### config.mk
export PLATFORM = sky130hd
export DESIGN_NAME = ifc_top
export DESIGN_NICKNAME = d
export VERILOG_FILES = /design/src/logic/ifc_pkg.sv /design/src/logic/ifc_reg_if.sv /design/src/logic/ifc_flag_reg.sv /design/src/logic/ifc_top.sv
export SDC_FILE = /design/constraint.sdc
export NUM_CORES = 1
export LEC_CHECK = 0
export BUFFER_PORTS_ARGS = -buffer_cell sky130_fd_sc_hd__buf_4
export CAP_MARGIN = 20
export CELL_PAD_IN_SITES_DETAIL_PLACEMENT = 1
export CELL_PAD_IN_SITES_GLOBAL_PLACEMENT = 2
export CORE_ASPECT_RATIO = 0.7
export CORE_UTILIZATION = 19
export DETAILED_ROUTE_END_ITERATION = 16
export PLACE_DENSITY_LB_ADDON = 0.1
export SLEW_MARGIN = 20
export SYNTH_ARGS = -nofsm -noshare
export SYNTH_HDL_FRONTEND = slang
export SYNTH_SLANG_ARGS = --single-unit
export TNS_END_PERCENT = 100
### constraint.sdc
create_clock -name mclk -period 1.5 [get_ports mclk]
set_clock_uncertainty 0.2 [all_clocks]
set_input_delay 0.075 -clock mclk [delete_from_list [all_inputs] [get_ports mclk]]
set_output_delay 0.075 -clock mclk [all_outputs]
set_load 0.05 [all_outputs]
### src/logic/ifc_pkg.sv
// Constants shared by the interrupt flag and control block.
// Assumes one 200 MHz clock and an AHB-Lite master with 32-bit data.
package ifc_pkg;

    localparam int REG_W = 16;
    localparam int IDX_W = 4;

    // Word index of each register (byte address is index times four).
    localparam logic [3:0] IDX_TRAP = 4'h0;
    localparam logic [3:0] IDX_VEC  = 4'h1;
    localparam logic [3:0] IDX_A    = 4'h2;
    localparam logic [3:0] IDX_B    = 4'h3;
    localparam logic [3:0] IDX_D    = 4'h4;
    localparam logic [3:0] IDX_E    = 4'h5;
    localparam logic [3:0] IDX_F    = 4'h6;
    localparam logic [3:0] IDX_STAT = 4'h7;
    localparam logic [3:0] IDX_MASK = 4'h8;

    // Implemented bits of the trap and flag registers.
    localparam logic [15:0] IMPL_TRAP = 16'h0006;
    localparam logic [15:0] IMPL_A    = 16'h3fef;
    localparam logic [15:0] IMPL_B    = 16'h201f;
    localparam logic [15:0] IMPL_D    = 16'h0200;
    localparam logic [15:0] IMPL_E    = 16'h0002;
    localparam logic [15:0] IMPL_F    = 16'hc000;

    // Flags absent on the smaller variant.
    localparam logic [15:0] SMALL_A = 16'h01c2;
    localparam logic [15:0] SMALL_B = 16'h0004;
    localparam logic [15:0] SMALL_F = 16'h8000;

    // Field positions.
    localparam int BIT_STK  = 2;
    localparam int BIT_OSC  = 1;
    localparam int BIT_ALT  = 15;
    localparam int BIT_HOLD = 14;
    localparam int BIT_EXT0 = 0;
    localparam int BIT_EXT1 = 4;
    localparam int BIT_EXT2 = 13;
    localparam logic [15:0] VEC_WMASK = 16'h8007;

    // Sticky status: one bit per trap or flag bank.
    localparam int NBANK = 6;
    localparam logic [15:0] RST_VAL = 16'h0000;

endpackage

### src/logic/ifc_reg_if.sv
// Register access strobes between the bus slave and the register file.
// Assumes a single clock domain; strobes are one-cycle pulses.
`timescale 1ns/1ps
interface ifc_reg_if;
    logic        wr_en;
    logic        rd_en;
    logic [3:0]  idx;
    logic [15:0] wdata;
    logic [15:0] rdata;

    modport bus  (output wr_en, output rd_en, output idx, output wdata, input rdata);
    modport regs (input wr_en, input rd_en, input idx, input wdata, output rdata);
endinterface

### src/logic/ifc_flag_reg.sv
// One request flag register with hardware set and software write.
// Assumes events are one-cycle pulses synchronous to mclk.
`timescale 1ns/1ps
module ifc_flag_reg
    import ifc_pkg::*;
#(
    parameter logic [15:0] IMPL = 16'h0000
) (
    // Clock and reset.
    input  wire logic        mclk,
    input  wire logic        rstn,
    // Software write and hardware set.
    input  wire logic        wr_en,
    input  wire logic [15:0] wdata,
    input  wire logic [15:0] evt,
    // Flag state.
    output logic [15:0]      q
);

    // A set in the same cycle as a software write of zero wins, so no
    // request is lost; absent bits never hold a one.
    always_ff @(posedge mclk or negedge rstn) begin
        if (!rstn) begin
            q <= RST_VAL;
        end else if (wr_en || (|(evt & IMPL))) begin
            q <= ((wr_en ? wdata : q) | evt) & IMPL;
        end
    end

endmodule

### src/logic/ifc_top.sv
// Interrupt trap status, vector/edge control and request flag registers.
// Assumes an AHB-Lite master, synchronous event pulses and pins.
//
// Behaviour
// Stack error trap sets bit 2 of the trap register.
// Oscillator failure trap sets bit 1 of the trap register.
// Bit 15 of the control register selects the alternate vector table.
// Bit 14 of the control register shows the interrupt hold status.
// Bits 2..0 pick falling (1) or rising (0) edge per external input.
// Unimplemented bits ignore writes and read as zero.
// Flags A bits 13, 12, 11: ADC done, serial transmit, serial receive.
// Flags A bits 10, 9: SPI event and SPI fault.
// Flags A timers, compares, captures, external 0; bit 4 absent.
// Flags B: ext 2, ext 1, pin change, comparator, I2C master, slave.
// Flags D bit 9 holds the PWM special event match request.
// Flags E bit 1 holds the serial error request.
// Flags F bits 15, 14 hold PWM generator B and A requests.
// Flags read 1 after a request, are writable, reset to 0.
// Small variant leaves some flags absent, reading as zero.
// A flag holds until written 0; a same-cycle set wins.
`timescale 1ns/1ps
module ifc_top
    import ifc_pkg::*;
#(
    parameter logic SMALL = 1'b0
) (
    // Clock and reset.
    input  wire logic        mclk,
    input  wire logic        rstn,
    // AHB-Lite slave.
    input  wire logic        hsel,
    input  wire logic [31:0] haddr,
    input  wire logic [1:0]  htrans,
    input  wire logic        hwrite,
    input  wire logic [2:0]  hsize,
    input  wire logic [31:0] hwdata,
    input  wire logic        hready,
    output logic             hreadyout,
    output logic             hresp,
    output logic [31:0]      hrdata,
    // Trap events and CPU status.
    input  wire logic        stack_fault_evt,
    input  wire logic        osc_loss_evt,
    input  wire logic        irq_hold_active,
    // Peripheral request pulses, laid out as the flag registers.
    input  wire logic [15:0] evt_a,
    input  wire logic [15:0] evt_b,
    input  wire logic [15:0] evt_d,
    input  wire logic [15:0] evt_e,
    input  wire logic [15:0] evt_f,
    // External interrupt pins.
    input  wire logic [2:0]  ext_pin,
    // Control outputs.
    output logic             alt_table_select,
    output logic [2:0]       ext_falling_select,
    output logic [15:0]      flags_a,
    output logic [15:0]      flags_b,
    output logic             irq
);

    ////////////////////////////////////////////////////////////////////
    // Bus slave.

    ifc_reg_if rif ();

    logic        ph_valid_q;
    logic        ph_write_q;
    logic        ph_map_q;
    logic [3:0]  ph_idx_q;
    logic        addr_ok;

    // Only aligned words inside the map are decoded; the rest answer OKAY
    // with zero data so a stray access cannot hang the bus.
    assign addr_ok = (haddr[31:6] == 26'h0) && (haddr[1:0] == 2'h0)
                     && (haddr[5:2] <= IDX_MASK);

    // Capture the address phase.
    always_ff @(posedge mclk or negedge rstn) begin
        if (!rstn) begin
            ph_valid_q <= 1'b0;
            ph_write_q <= 1'b0;
            ph_map_q   <= 1'b0;
            ph_idx_q   <= 4'h0;
        end else if (hready) begin
            ph_valid_q <= hsel && htrans[1];
            ph_write_q <= hwrite;
            ph_map_q   <= addr_ok;
            ph_idx_q   <= haddr[5:2];
        end
    end

    // Zero-wait slave; hsize is not checked because only words are used.
    assign hreadyout = 1'b1;
    assign hresp     = 1'b0;
    assign rif.wr_en = ph_valid_q && ph_write_q && ph_map_q;
    assign rif.rd_en = ph_valid_q && !ph_write_q && ph_map_q;
    assign rif.idx   = ph_idx_q;
    assign rif.wdata = hwdata[15:0];
    assign hrdata    = {16'h0000, rif.rd_en ? rif.rdata : 16'h0000};

    ////////////////////////////////////////////////////////////////////
    // External pin edge detect.

    logic [15:0] vec_q;
    logic [2:0]  pin_q;
    logic [2:0]  ext_hit;

    // Previous pin level, for edge detection.
    always_ff @(posedge mclk or negedge rstn) begin
        if (!rstn) begin
            pin_q <= 3'h0;
        end else begin
            pin_q <= ext_pin;
        end
    end

    // A one in the polarity bit looks for a falling edge.
    assign ext_hit = (ext_falling_select & pin_q & ~ext_pin)
                     | (~ext_falling_select & ~pin_q & ext_pin);

    ////////////////////////////////////////////////////////////////////
    // Vector table and edge control.

    // Writable bits only; the hold bit is never stored.
    always_ff @(posedge mclk or negedge rstn) begin
        if (!rstn) begin
            vec_q <= RST_VAL;
        end else if (rif.wr_en && rif.idx == IDX_VEC) begin
            vec_q <= rif.wdata & VEC_WMASK;
        end
    end

    assign alt_table_select   = vec_q[BIT_ALT];
    assign ext_falling_select = vec_q[2:0];

    ////////////////////////////////////////////////////////////////////
    // Trap and flag banks.

    logic [15:0] bank_q   [NBANK];
    logic [15:0] bank_evt [NBANK];
    logic [15:0] bank_imp [NBANK];
    logic [3:0]  bank_idx [NBANK];
    logic [15:0] ev_a;
    logic [15:0] ev_b;

    // External edges join the peripheral pulses.
    always_comb begin
        ev_a = evt_a;
        ev_b = evt_b;
        ev_a[BIT_EXT0] = evt_a[BIT_EXT0] | ext_hit[0];
        ev_b[BIT_EXT1] = evt_b[BIT_EXT1] | ext_hit[1];
        ev_b[BIT_EXT2] = evt_b[BIT_EXT2] | ext_hit[2];
    end

    // Bank wiring; the small variant drops absent flags.
    assign bank_evt[0] = {13'h0000, stack_fault_evt, osc_loss_evt, 1'b0};
    assign bank_evt[1] = ev_a;
    assign bank_evt[2] = ev_b;
    assign bank_evt[3] = evt_d;
    assign bank_evt[4] = evt_e;
    assign bank_evt[5] = evt_f;
    assign bank_imp[0] = IMPL_TRAP;
    assign bank_imp[1] = IMPL_A & ~(SMALL ? SMALL_A : 16'h0000);
    assign bank_imp[2] = IMPL_B & ~(SMALL ? SMALL_B : 16'h0000);
    assign bank_imp[3] = IMPL_D;
    assign bank_imp[4] = IMPL_E;
    assign bank_imp[5] = IMPL_F & ~(SMALL ? SMALL_F : 16'h0000);
    assign bank_idx[0] = IDX_TRAP;
    assign bank_idx[1] = IDX_A;
    assign bank_idx[2] = IDX_B;
    assign bank_idx[3] = IDX_D;
    assign bank_idx[4] = IDX_E;
    assign bank_idx[5] = IDX_F;

    logic [NBANK-1:0] stat_set;

    // One flag register per bank.
    for (genvar g = 0; g < NBANK; g++) begin : g_bank
        logic [15:0] evm;
        assign evm         = bank_evt[g] & bank_imp[g];
        assign stat_set[g] = |evm;
        ifc_flag_reg #(
            .IMPL (16'hffff)
        ) u_flag (
            .mclk  (mclk),
            .rstn  (rstn),
            .wr_en (rif.wr_en && rif.idx == bank_idx[g] && 1'b1),
            .wdata (rif.wdata & bank_imp[g]),
            .evt   (evm),
            .q     (bank_q[g])
        );
    end

    assign flags_a = bank_q[1];
    assign flags_b = bank_q[2];

    ////////////////////////////////////////////////////////////////////
    // Interrupt status and mask.

    logic [NBANK-1:0] stat_q;
    logic [NBANK-1:0] mask_q;
    logic             stat_rd;

    assign stat_rd = rif.rd_en && rif.idx == IDX_STAT;

    // A read clears the status, but an event in that cycle survives.
    always_ff @(posedge mclk or negedge rstn) begin
        if (!rstn) begin
            stat_q <= '0;
        end else begin
            stat_q <= (stat_rd ? '0 : stat_q) | stat_set;
        end
    end

    // Mask register, software owned.
    always_ff @(posedge mclk or negedge rstn) begin
        if (!rstn) begin
            mask_q <= '0;
        end else if (rif.wr_en && rif.idx == IDX_MASK) begin
            mask_q <= rif.wdata[NBANK-1:0];
        end
    end

    assign irq = |(stat_q & mask_q);

    ////////////////////////////////////////////////////////////////////
    // Read mux.

    // Unmapped positions in every register return zero.
    always_comb begin
        rif.rdata = 16'h0000;
        unique case (rif.idx)
            IDX_TRAP: rif.rdata = bank_q[0];
            IDX_VEC:  begin
                rif.rdata = vec_q;
                rif.rdata[BIT_HOLD] = irq_hold_active;
            end
            IDX_A:    rif.rdata = bank_q[1];
            IDX_B:    rif.rdata = bank_q[2];
            IDX_D:    rif.rdata = bank_q[3];
            IDX_E:    rif.rdata = bank_q[4];
            IDX_F:    rif.rdata = bank_q[5];
            IDX_STAT: rif.rdata = {10'h000, stat_q};
            IDX_MASK: rif.rdata = {10'h000, mask_q};
            default:  rif.rdata = 16'h0000;
        endcase
    end

    logic wr_a;
    assign wr_a = rif.wr_en && rif.idx == IDX_A;
endmodule

==> flow_metrics.env <==
export IMPL_status="complete, but fails checks"
export IMPL_core_area_um2=15600
export IMPL_cts_root_buffer_cell="clkbuf_16"
export IMPL_io_buffers=122
export IMPL_synthSimpleGateAreaFrac_pct=24.2
export IMPL_setup_tns_ns=-19.24
export IMPL_rsz0062_at_grt="true"
export IMPL_cts_sink_count=51
export IMPL_synthCells=319
export IMPL_crit_fanout=6
export IMPL_die_h_um=108
export IMPL_antenna_found_initial=0
export IMPL_finalMaxSlewViolations=0
export IMPL_crit_path_end="hrdata[6]"
export IMPL_start_util_pct=19.7
export IMPL_period_minus_slack_ns=2.08
export IMPL_max_vdd_ir_drop_mv=0.400
export IMPL_synth_area_mux_share_pct=6.67
export IMPL_startpoint_type="flop"
export IMPL_cts_made_buffers=5
export IMPL_grt_pass1_wl_um=19700
export IMPL_grt_pass1_vias=3504
export IMPL_fin_nets=724
export IMPL_dp_cells=657
export IMPL_fp_dieW_um=154
export IMPL_regToRegEndpoint="g_bank[2].u_flag.q[2]$_DFFE_PN0P_"
export IMPL_ys_types=46
export IMPL_multiInputGateArea_um2=1840
export IMPL_vias_per_cell=4.24
export IMPL_endpoint_kind="primary output"
export IMPL_critPathRequiredTime_ns=1.22
export IMPL_synthXorXnorAreaFrac_pct=0
export IMPL_synth_common_cells="buf_4, dfrtp_1, nand2_1, nor2_1, nand3b_1"
export IMPL_setup_violations=57
export IMPL_ys_async_sr_fraction_pct=100
export IMPL_crit_start="ph_idx_q[0]$_DFFE_PN0P_"
export IMPL_first_pass_iters=4
export IMPL_drive_above_1_share_pct=51.9
export IMPL_hold_viol_final=0
export IMPL_num_io_pins=231
export IMPL_holdWs_ns=0.00971
export IMPL_ys_ff_latch=51
export IMPL_violations="negative setup slack"
export IMPL_reg2reg_slack_ns=-0.37
export IMPL_wl_per_cell_um=16.8
export IMPL_min_path_type="in -> reg"
export IMPL_synth_top_area_share_pct=41.5
export IMPL_grt_overflow=0
export IMPL_synth_avg_cell_area_um2=9.65
export IMPL_stdcell_count=765
export IMPL_synth_compound_area_share_pct=11.2
export IMPL_synth_most_common_cell="buf_4"
export IMPL_synth_top_cell_by_area="dfrtp_1"
export IMPL_leakage_nw=2.64
export IMPL_track_usage_pct=15.8
export IMPL_routed_wl_um=12900
export IMPL_insertion_delay_ns=0.30
export IMPL_dp_hpwl_um=8880
export IMPL_ff2ff_path_depth=6
export IMPL_power_density_nw_per_um2=618
export IMPL_drv_cap=0
export IMPL_synth_ff_type="dfrtp_1"
export IMPL_fin_ws_ns=-0.582
export IMPL_h_tree_depth=2
export IMPL_fin_crit_sh_pct=139
export IMPL_vias=3244
export IMPL_placementRows=38
export IMPL_grt_max_degree=52
export IMPL_ys_seq_area_share_pct=41.5
export IMPL_yosys_area_share_adder_pct=0
export IMPL_globalplace_congestion=0.759
export IMPL_critPathKind="reg -> out"
export IMPL_antenna_cells_inserted=0
export IMPL_fp_dieArea_um2=16700
export IMPL_syn_cell_area_um2=3080
export IMPL_critPathArrivalTime_ns=1.81
export IMPL_timing_rr_start="ph_idx_q[2]$_DFFE_PN0P_"
export IMPL_synth_area_leaders="dfrtp_1, buf_4, nand2_1"
export IMPL_max_freq_mhz=480
export IMPL_ant_nets=0
export IMPL_cts_tree="done"
export IMPL_fillers=1743
export IMPL_synth_edf_count=0
export IMPL_path_clk_slew_ns=0.07
export IMPL_synth_top_family_by_area="simple AND/OR/NAND/NOR gates"
export IMPL_synthToLayoutAreaGrowth_pct=96.0
export IMPL_clock_path_buffers=2
export IMPL_drt_drc_violations_left=0
export IMPL_place_ws_ns=-0.419
export IMPL_drt_iter0_markers=93
export IMPL_seqCellArea_um2=1280
export IMPL_yosysWarnings=0
## critical path, cell delays in order, from the launching register on
cell	delay, ns
dfrtp_2	0.41
buf_6	0.14
nor4b_4	0.31
buf_4	0.20
buf_12	0.12
and3_4	0.19
buf_8	0.14
## report_power, final
group	leakage [nW]	total, W	internal (W)	switching, W
registers	0.484	0.00144	0.00140	0.0000383
logic	2.09	0.00112	0.000566	0.000556
clock network	0.0679	0.00117	0.000620	0.000546
## flip-flops by register name (all words and copies together), names as in the netlist
| register | cells |
|---|---|
| pin_q | 3 |
| ph_write_q | 1 |
| ph_map_q | 1 |
| g_bank.u_flag.q | 25 |
| ph_idx_q | 4 |
| vec_q | 4 |
| stat_q | 6 |
| ph_valid_q | 1 |
| mask_q | 6 |
## final cells by class
class / count / share of cell area (%)
clock buffers: 7 / 2.20
clock inverters: 1 / 0.0830
inverters: 8 / 0.498
multi-input cells: 229 / 30.4
flip-flops and latches: 51 / 21.3
well taps: 200 / 4.15
repair buffers: 269 / 41.4
## repair_timing
action | 4_1_cts | 5_1_grt
hold buffers | 76 | 0
pin swaps | 24 | 31
gates cloned | 3 | 0
setup buffers | 16 | 8
endpoints found under the hold margin | 102 | 0
setup endpoints to repair | 58 | 59
resized for setup | 82 | 51
## logic make-up after synthesis
| kind of cell | count (synthesis) |
|---|---|
| AOI/OAI and AO/OA | 47 |
| buffers and inverters | 70 |
| DFF | 51 |
| muxes | 19 |
| other | 2 |
| and+or+nand+nor | 130 |
## stage by stage
stage | utilization [%] | power (W) | instance area (um2)
floorplan | - | 0.00196 | 3340
global placement | 28.4 | 0.00224 | 4450
detailed placement | 28.4 | 0.00225 | 4450
CTS | 37.2 | 0.00373 | 5810
global route | 38.6 | 0.00390 | 6030
finish | 38.6 | 0.00373 | 6030
## placed cells by master (no fill, tap or decap), types with 6 or more instances in the layout
cell / instances
a211o_1: 8
a22oi_2: 6
and3_4: 9
buf_4: 144
buf_6: 30
buf_8: 14
conb_1: 31
dfrtp_1: 46
dlygate4sd3_1: 76
inv_1: 8
mux2_2: 9
mux2i_1: 6
nand2_1: 26
nand2_2: 19
nand3b_1: 12
nor2_1: 10
nor2_4: 9
nor4_1: 7
## routing by layer
metal | share of wire (%) | GRT usage, %
met2 | 47 | 26.3
met1 | 48 | 21.3
met3 | 3.2 | 2.61
met5 | 0 | 0
met4 | 1.5 | 4.21
## worst min path at each step
stage / depth (start not counted) / startpoint / endpoint
after detailed placement: 2 / rstn / pin_q[2]$_DFF_PN0_
after CTS: 4 / evt_a[0] / g_bank[1].u_flag.q[0]$_DFFE_PN0P_
after global routing: 4 / evt_a[2] / stat_q[1]$_DFF_PN0_
after global placement: 2 / rstn / pin_q[2]$_DFF_PN0_
final: 5 / haddr[18] / ph_map_q$_DFFE_PN0P_
after floorplan: 0 / rstn / g_bank[0].u_flag.q[1]$_DFFE_PN0P_
Note: power is estimated with default switching activity, not from simulation.
